--- config.mk ---
export PLATFORM = sky130hd
export DESIGN_NAME = rapc_top
export DESIGN_NICKNAME = d
export VERILOG_FILES = /design/src/core/rapc_pkg.sv /design/src/core/rapc_top.sv /design/src/core/rapc_range_mem.sv
export VERILOG_INCLUDE_DIRS = /design/src /design/src/core
export SDC_FILE = /design/constraint.sdc
export NUM_CORES = 2
export LEC_CHECK = 0
export BUFFER_PORTS_ARGS = -buffer_cell sky130_fd_sc_hd__buf_2
export CAP_MARGIN = 5
export CORE_MARGIN = 2
export CORE_UTILIZATION = 60
export DETAILED_ROUTE_END_ITERATION = 12
export PLACE_DENSITY_LB_ADDON = 0.1
export SKIP_CTS_REPAIR_TIMING = 1
export SYNTH_ARGS = -nofsm -noshare
export SYNTH_HDL_FRONTEND = slang
export SYNTH_SLANG_ARGS = --single-unit
--- constraint.sdc ---
create_clock -name pclk -period 23.8 [get_ports pclk]
set_input_delay 2.38 -clock pclk [delete_from_list [all_inputs] [get_ports pclk]]
set_output_delay 2.38 -clock pclk [all_outputs]
set_load 0.01 [all_outputs]
--- src/core/rapc_regs.svh ---
// register offsets, field positions, reset values and timing counts
// assumes a 32-bit apb slave with word-aligned registers
`ifndef RAPC_REGS_SVH
`define RAPC_REGS_SVH
`define RAPC_OFF_CTRL 12'h000
`define RAPC_OFF_MOM 12'h004
`define RAPC_OFF_DIFF 12'h008
`define RAPC_OFF_CMD 12'h00C
`define RAPC_OFF_RELAY 12'h010
`define RAPC_OFF_STAT 12'h014
`define RAPC_OFF_RANGE 12'h018
`define RAPC_OFF_RDATA 12'h01C
`define RAPC_OFF_VALID 12'h020
`define RAPC_OFF_HOLD 12'h024
`define RAPC_CTRL_RCS_LSB 0
`define RAPC_CTRL_RAS_LSB 4
`define RAPC_CTRL_BOARD 8
`define RAPC_CMD_ON 16
`define RAPC_CMD_VALID 17
`define RAPC_CMD_SCAN_LSB 8
`define RAPC_CMD_PT_LSB 0
`define RAPC_RCS_MIN 3'd1
`define RAPC_RCS_MAX 3'd6
`define RAPC_RAS_MAX 4'd12
`define RAPC_RANGE_MAX 4'd9
`define RAPC_RANGE_RST 4'd0
`define RAPC_HOLD_RST 8'd2
`define RAPC_PULSE_MS 200
`define RAPC_CLK_MHZ 100
`define RAPC_PULSE_CYC (`RAPC_PULSE_MS * 1000 * `RAPC_CLK_MHZ)
`define RAPC_SEC_CYC (1000 * 1000 * `RAPC_CLK_MHZ)
`define RAPC_BLINK_CYC (25 * 1000 * 1000)
`define RAPC_BIP_ZERO 10'd499
`define RAPC_BIP_FULL 10'd999
`endif

--- src/core/rapc_pkg.sv ---
// types shared by the relay and analog point logic
// assumes rapc_regs.svh supplies all numeric constants
package rapc_pkg;
   typedef enum logic [3:0] {
      RAPC_F_IDLE = 4'b0001,
      RAPC_F_ON = 4'b0010,
      RAPC_F_OFF = 4'b0100,
      RAPC_F_GAP = 4'b1000
   } rapc_fail_t;
endpackage : rapc_pkg

--- src/core/rapc_top.sv ---
// relay control points and analog scanner mapping behind an apb slave
// assumes a 100 MHz pclk; analog samples arrive as 10-bit unsigned codes
`timescale 1ns/10ps
`include "rapc_regs.svh"
module rapc_top
   import rapc_pkg::*;
#(
   parameter int PULSE_CYC = `RAPC_PULSE_CYC,
   parameter int SEC_CYC = `RAPC_SEC_CYC,
   parameter int BLINK_CYC = `RAPC_BLINK_CYC
)
(
   input wire logic pclk,
   input wire logic presetn,
   input wire logic psel,
   input wire logic penable,
   input wire logic pwrite,
   input wire logic [11:0] paddr,
   input wire logic [31:0] pwdata,
   output logic [31:0] prdata,
   output logic pready,
   output logic pslverr,
   input wire logic board_present,
   input wire logic [9:0] analog_sample,
   output logic [3:0] analog_sel,
   output logic [15:0] relay_out,
   output logic fail_led
);
   logic [2:0] rcs_reg;
   logic [3:0] ras_reg;
   logic [15:0] mom_reg;
   logic [7:0] diff_reg;
   logic [7:0] hold_reg;
   logic [15:0] relay_reg;
   logic [15:0] stat_reg;
   logic [15:0] valid_reg;
   logic [31:0] pulse_cnt [0:15];
   logic [39:0] stat_cnt [0:15];
   logic [9:0] value_reg [0:15];
   logic [4:0] range_rd;
   logic [3:0] scan_idx;
   logic [31:0] rdata_next;
   rapc_fail_t fail_reg;
   logic [31:0] blink_cnt;
   logic [1:0] blink_num;

   logic wr;
   logic cmd_hit;
   logic cmd_on;
   logic [3:0] cmd_pt;
   logic range_we;
   logic range_clr;
   logic [15:0] pos_map;
   logic [39:0] hold_cyc;

   // position p is valid unless it is the partner of a differential input
   function automatic logic [15:0] valid_map(input logic [7:0] d);
      valid_map = {~d, 8'hFF};
   endfunction : valid_map

   // mapping of a 10-bit unsigned sample onto 000..999: scaled when bip is set, clamped otherwise
   function automatic logic [9:0] encode(input logic [9:0] s,
                                         input logic bip);
      logic [19:0] p;
      p = 20'h0_0000;
      if (bip)
      begin
         p = 20'(s) * 20'(`RAPC_BIP_FULL) / 20'd1023;
         encode = p[9:0];
      end
      else
         encode = (s > `RAPC_BIP_FULL) ? `RAPC_BIP_FULL : s;
   endfunction : encode

   assign pready = 1'b1;
   assign pslverr = 1'b0;
   assign wr = psel && penable && pwrite;
   assign cmd_hit = wr && paddr == `RAPC_OFF_CMD
      && pwdata[`RAPC_CMD_VALID]
      && pwdata[`RAPC_CMD_SCAN_LSB +: 3] == rcs_reg
      && rcs_reg >= `RAPC_RCS_MIN && rcs_reg <= `RAPC_RCS_MAX;
   assign cmd_on = pwdata[`RAPC_CMD_ON];
   assign cmd_pt = pwdata[`RAPC_CMD_PT_LSB +: 4];
   assign range_we = wr && paddr == `RAPC_OFF_RANGE && ras_reg != 4'd0
      && pwdata[3:0] <= `RAPC_RANGE_MAX;
   assign range_clr = wr && paddr == `RAPC_OFF_CTRL
      && pwdata[`RAPC_CTRL_RAS_LSB +: 4] == 4'd0;
   assign pos_map = valid_map(diff_reg);
   // wide enough for any hold setting without wrapping
   assign hold_cyc = 40'(SEC_CYC) * 40'(hold_reg);

   rapc_range_mem u_mem
   (
      .pclk(pclk),
      .presetn(presetn),
      .we(range_we),
      .clr(range_clr),
      .waddr(pwdata[11:8]),
      .wdata(pwdata[4:0]),
      .raddr(scan_idx),
      .rdata(range_rd)
   );

   // configuration registers
   always_ff @(posedge pclk or negedge presetn)
   begin
      if (!presetn)
      begin
         rcs_reg <= 3'd0;
         ras_reg <= 4'd0;
         mom_reg <= 16'h0000;
         diff_reg <= 8'h00;
         hold_reg <= `RAPC_HOLD_RST;
      end
      else if (wr)
      begin
         case (paddr)
            `RAPC_OFF_CTRL:
            begin
               rcs_reg <= pwdata[`RAPC_CTRL_RCS_LSB +: 3];
               if (pwdata[`RAPC_CTRL_RAS_LSB +: 4] <= `RAPC_RAS_MAX)
                  ras_reg <= pwdata[`RAPC_CTRL_RAS_LSB +: 4];
            end
            `RAPC_OFF_MOM: mom_reg <= pwdata[15:0];
            `RAPC_OFF_DIFF: diff_reg <= pwdata[7:0];
            `RAPC_OFF_HOLD: hold_reg <= pwdata[7:0];
            default: ;
         endcase
      end
   end

   // relay and status per point
   always_ff @(posedge pclk or negedge presetn)
   begin
      if (!presetn)
      begin
         relay_reg <= 16'h0000;
         stat_reg <= 16'h0000;
         for (int i = 0; i < 16; i++)
         begin
            pulse_cnt[i] <= 32'h0000_0000;
            stat_cnt[i] <= 40'h00_0000_0000;
         end
      end
      else
      begin
         for (int i = 0; i < 16; i++)
         begin
            if (cmd_hit && cmd_pt == 4'(i) && !mom_reg[i])
            begin
               relay_reg[i] <= cmd_on;
               stat_reg[i] <= cmd_on;
            end
            else if (cmd_hit && cmd_pt == 4'(i) && cmd_on)
            begin
               relay_reg[i] <= 1'b1;
               pulse_cnt[i] <= 32'(PULSE_CYC - 1);
               stat_reg[i] <= 1'b1;
               if (hold_cyc != 40'h00_0000_0000)
                  stat_cnt[i] <= hold_cyc - 40'd1;
               else
                  stat_cnt[i] <= 40'h00_0000_0000;
            end
            // momentary OFF falls through, timers keep running
            else if (mom_reg[i])
            begin
               if (pulse_cnt[i] != 32'h0000_0000)
                  pulse_cnt[i] <= pulse_cnt[i] - 1;
               else
                  relay_reg[i] <= 1'b0;
               if (stat_cnt[i] != 40'h00_0000_0000)
                  stat_cnt[i] <= stat_cnt[i] - 40'd1;
               else
                  stat_reg[i] <= 1'b0;
            end
            else
               stat_reg[i] <= relay_reg[i];
         end
      end
   end

   // analog scan of positions 0..15; memory read is one cycle late
   logic [3:0] scan_d;
   always_ff @(posedge pclk or negedge presetn)
   begin
      if (!presetn)
      begin
         scan_idx <= 4'd0;
         scan_d <= 4'd0;
         valid_reg <= 16'h0000;
         for (int i = 0; i < 16; i++)
            value_reg[i] <= 10'h000;
      end
      else
      begin
         scan_idx <= scan_idx + 4'd1;
         scan_d <= scan_idx;
         if (ras_reg != 4'd0 && board_present)
            valid_reg <= pos_map;
         else
            valid_reg <= 16'h0000;
         if (pos_map[scan_d])
            value_reg[scan_d] <= encode(analog_sample, range_rd[4]);
         else
            value_reg[scan_d] <= 10'h000;
      end
   end
   assign analog_sel = scan_d;

   // fail indicator: three blinks then a gap
   always_ff @(posedge pclk or negedge presetn)
   begin
      if (!presetn)
      begin
         fail_reg <= RAPC_F_IDLE;
         blink_cnt <= 32'h0000_0000;
         blink_num <= 2'd0;
      end
      else if (ras_reg == 4'd0 || board_present)
      begin
         fail_reg <= RAPC_F_IDLE;
         blink_cnt <= 32'h0000_0000;
         blink_num <= 2'd0;
      end
      else if (blink_cnt != 32'h0000_0000)
         blink_cnt <= blink_cnt - 1;
      else
      begin
         blink_cnt <= 32'(BLINK_CYC - 1);
         case (fail_reg)
            RAPC_F_IDLE: fail_reg <= RAPC_F_ON;
            RAPC_F_ON: fail_reg <= RAPC_F_OFF;
            RAPC_F_OFF:
            begin
               if (blink_num == 2'd2)
               begin
                  blink_num <= 2'd0;
                  fail_reg <= RAPC_F_GAP;
                  blink_cnt <= 32'(4 * BLINK_CYC - 1);
               end
               else
               begin
                  blink_num <= blink_num + 2'd1;
                  fail_reg <= RAPC_F_ON;
               end
            end
            RAPC_F_GAP: fail_reg <= RAPC_F_ON;
            default: fail_reg <= RAPC_F_IDLE;
         endcase
      end
   end

   always_comb
   begin
      rdata_next = 32'h0000_0000;
      case (paddr)
         `RAPC_OFF_CTRL: rdata_next = {23'h0, board_present, ras_reg,
                                       1'b0, rcs_reg};
         `RAPC_OFF_MOM: rdata_next = {16'h0, mom_reg};
         `RAPC_OFF_DIFF: rdata_next = {24'h0, diff_reg};
         `RAPC_OFF_RELAY: rdata_next = {16'h0, relay_reg};
         `RAPC_OFF_STAT: rdata_next = {16'h0, stat_reg};
         `RAPC_OFF_VALID: rdata_next = {16'h0, valid_reg};
         `RAPC_OFF_HOLD: rdata_next = {24'h0, hold_reg};
         default:
         begin
            if (paddr >= 12'h040 && paddr < 12'h080)
               rdata_next = {22'h0, value_reg[paddr[5:2]]};
         end
      endcase
   end

   always_ff @(posedge pclk or negedge presetn)
   begin
      if (!presetn)
         prdata <= 32'h0000_0000;
      else if (psel && !penable && !pwrite)
         prdata <= rdata_next;
   end

   assign relay_out = relay_reg;
   assign fail_led = (fail_reg == RAPC_F_ON);
endmodule : rapc_top

--- src/core/rapc_range_mem.sv ---
// range-code memory, 16 entries of 5 bits, registered read
// assumes single clock, writes and clear never in conflict harmfully
`timescale 1ns/10ps
`include "rapc_regs.svh"
module rapc_range_mem
(
   input wire logic pclk,
   input wire logic presetn,
   input wire logic we,
   input wire logic clr,
   input wire logic [3:0] waddr,
   input wire logic [4:0] wdata,
   input wire logic [3:0] raddr,
   output logic [4:0] rdata
);
   logic [4:0] mem [0:15];
   always_ff @(posedge pclk or negedge presetn)
   begin
      if (!presetn)
      begin
         for (int i = 0; i < 16; i++)
            mem[i] <= {1'b0, `RAPC_RANGE_RST};
      end
      else if (clr)
      begin
         for (int i = 0; i < 16; i++)
            mem[i] <= {1'b0, `RAPC_RANGE_RST};
      end
      else if (we)
         mem[waddr] <= wdata;
   end
   always_ff @(posedge pclk or negedge presetn)
   begin
      if (!presetn)
         rdata <= 5'h00;
      else
         rdata <= mem[raddr];
   end
endmodule : rapc_range_mem

==> metrics <==
slowest CP cell=fa_1; Nets=10500; Clk Latency, worst-skew pair=0.80 ns; Worst-path clk slew=0.06 ns; # rows=139; Largest register FFs=640; worst reg2reg setup slack=13.94 ns; synth unique cells=130; Crit. End Element=flip-flop; CP top delay family=compound AO/OA/AOI/OAI gates; top cell type's share of synthesized area=42.5%; Startpoint Class=primary input; Yosys top cell by area=dfrtp_1; multi-input logic area=46400 um2; CTS root buf=clkbuf_16; antenna violations before repair=24; area occupied by registers=36800 um2; sequential fraction of the synthesis area=42.6%; DR vias=78100; H-tree levels=4; Synth Flop Type=dfrtp_1; worst r2r src=hold_reg[1]$_DFFE_PN1P_; setup TNS=0 ns; synthesized area per cell=8.41 um2; Final Skew=0.0344 ns; die height=383 um; worst vdd ir=0.452 mV; TritonCTS clock tree=built; post-layout min period=15.37 ns; top-count cell post-synth=dfrtp_1; Setup WS pre-CTS=7.92 ns; # fillers=11900; Critical Path RT=24.42 ns; hold_ws=0.469 ns; ys async rst share=100%; RSZ-0062 raised after global routing=no; Placeable Area=143000 um2; Routed Antenna Nets=0; CTS Buf Count=162; Critical Path AT=15.99 ns; GP Congestion=0.956; Pre-antenna DRT Iters=10; fmax=65.0 MHz; R2R depth=34; Bufs and invs on worst path=4; largest net degree at the start of global routing=194; Initial Utilization=60.3%; critical path depth=44; status=complete, no violations; layout cells sized above 1=7.52%; dominant cells by area after synthesis=dfrtp_1 (43%), a21oi_1 (7.1%), nand2_1 (5.6%); GRT Total Usage=34.6%; DRT iter0 DRCs=8360; Synthesis Warnings=0; drt total wl=256 mm; clk buf depth=3; hold crit path type=reg2reg; count of non-filler cells in the finished layout=12300; placed insts=12000; vias in the first global route=74100; Worst-Margin Slew=1.36 ns; GRT Residual Overflow=0; min-delay src=diff_reg[7]$_DFFE_PN0P_; Final Setup Violations=0; input/output buffers=82; io pins=115; end of the worst hold path=valid_reg[15]$_DFF_PN0_; most frequent cells after synthesis=dfrtp_1 (1469), nand2_1 (1285), a21oi_1 (1224), nor2_1 (1109), o21ai_0 (858); max-slew violation count=0; WHS Path Cells=1; routed len/inst=20.9 um; setup ws final=8.43 ns; Num Clock Sinks=1471; number of synthesized register bits=1471; Pleak=44.0 nW; kind of critical path=in2reg; fin crit share=64.6%; full die area=147000 um2; Max-slew headroom=9.31%; final hold vios=0; pwr dens=108 nW/um2; synthesized area=86400 um2; Area growth, synth to finish=9.25%; Die W=383 um; MaxCap Viol Count=0; FF-to-FF End=stat_cnt[579]$_DFFE_PN0P_; Synth Instances=10300; Via-to-Cell Ratio=6.36; CP dominant cell by count=ha_1; CP Max Fanout=11; HPWL Detailed=174 mm; Post-synth EDFFs=0; Residual DRC=0; first-pass GRT wire length=407 mm; Critical Path Max Stage Delay=0.56 ns
routing by layer:
metal	track usage [%]	wire length (um)	up-vias
li1	-	-	36200
met1	46.7	104000	37700
met2	52.8	114000	3339
met3	6.97	23300	791
met4	18.4	15000	16
met5	0	81	-
worst max-delay path by stage:
stage                           from                         to  slack [ns]
finish              analog_sample[0]  value_reg[40]$_DFFE_PN0P_        8.43
global placement    analog_sample[0]  value_reg[70]$_DFFE_PN0P_        8.03
CTS                 analog_sample[0]  value_reg[40]$_DFFE_PN0P_        8.67
floorplan           analog_sample[3]  value_reg[70]$_DFFE_PN0P_        9.95
detailed placement  analog_sample[0]  value_reg[60]$_DFFE_PN0P_        7.92
global route        analog_sample[0]  value_reg[70]$_DFFE_PN0P_        7.48
stage by stage:
step	util [%]	power, mW	cell area, um2
2_1_floorplan	-	6.45	86500
3_3_place_gp	62.0	7.50	88900
3_5_place_dp	62.0	7.56	88900
4_1_cts	65.8	10.2	94400
5_1_grt	65.8	10.8	94400
6_report	65.9	10.2	94400
kinds of logic after synthesis:
| group | count (synthesis) | synth area share [%] |
|---|---|---|
| mux | 103 | 2.07 |
| other cells | 2 | 0.00869 |
| simple gates | 4272 | 23.5 |
| fa+ha+maj | 240 | 4.19 |
| xor+xnor | 521 | 5.32 |
| buf+inv | 896 | 4.01 |
| flops | 1471 | 42.6 |
| compound gates | 2770 | 18.3 |
area by class of cell:
| class | instances | area share, % |
|---|---|---|
| antenna | 16 | 0.0424 |
| clock inverter | 36 | 0.504 |
| clock buffer | 252 | 5.28 |
| inverter | 427 | 1.70 |
| multi-input combinational | 7924 | 49.1 |
| sequential | 1471 | 39.0 |
| tap | 1903 | 2.52 |
| timing repair buffer | 252 | 1.82 |
layout by cell type (no fill, tap or decap), types with 169 or more instances in the layout:
cell     synthesis  routed
o21ai_0        858     858
xnor2_1        342     340
xor2_1         175     174
or3_1          350     350
nor2_1        1109    1083
a21oi_1       1224    1224
buf_4           20     169
dfrtp_1       1469    1469
inv_1          426     426
nand2_1       1285    1282
nand3_1        339     339
nor4_1         201     200
nor3_1         388     382
report_power, final:
group / internal (mW) / switching [mW] / leakage (nW)
Sequential: 2.63 / 0.128 / 18.9
Clock: 1.52 / 1.06 / 2.69
Combinational: 1.66 / 3.22 / 22.4
Total: 5.82 / 4.41 / 44.0
worst register-to-register path, delay by kind of cell, from the launching register on:
| family | cells | cell delay (ns) |
|---|---|---|
| buffers and inverters | 6 | 1.42 |
| AOI/OAI and AO/OA | 16 | 2.81 |
| adders and majority gates | 4 | 2.03 |
| DFF | 1 | 0.66 |
| and+or+nand+nor | 7 | 2.57 |
| xor gates and xnor gates | 1 | 0.19 |
Power figures use the tool's default switching activity.
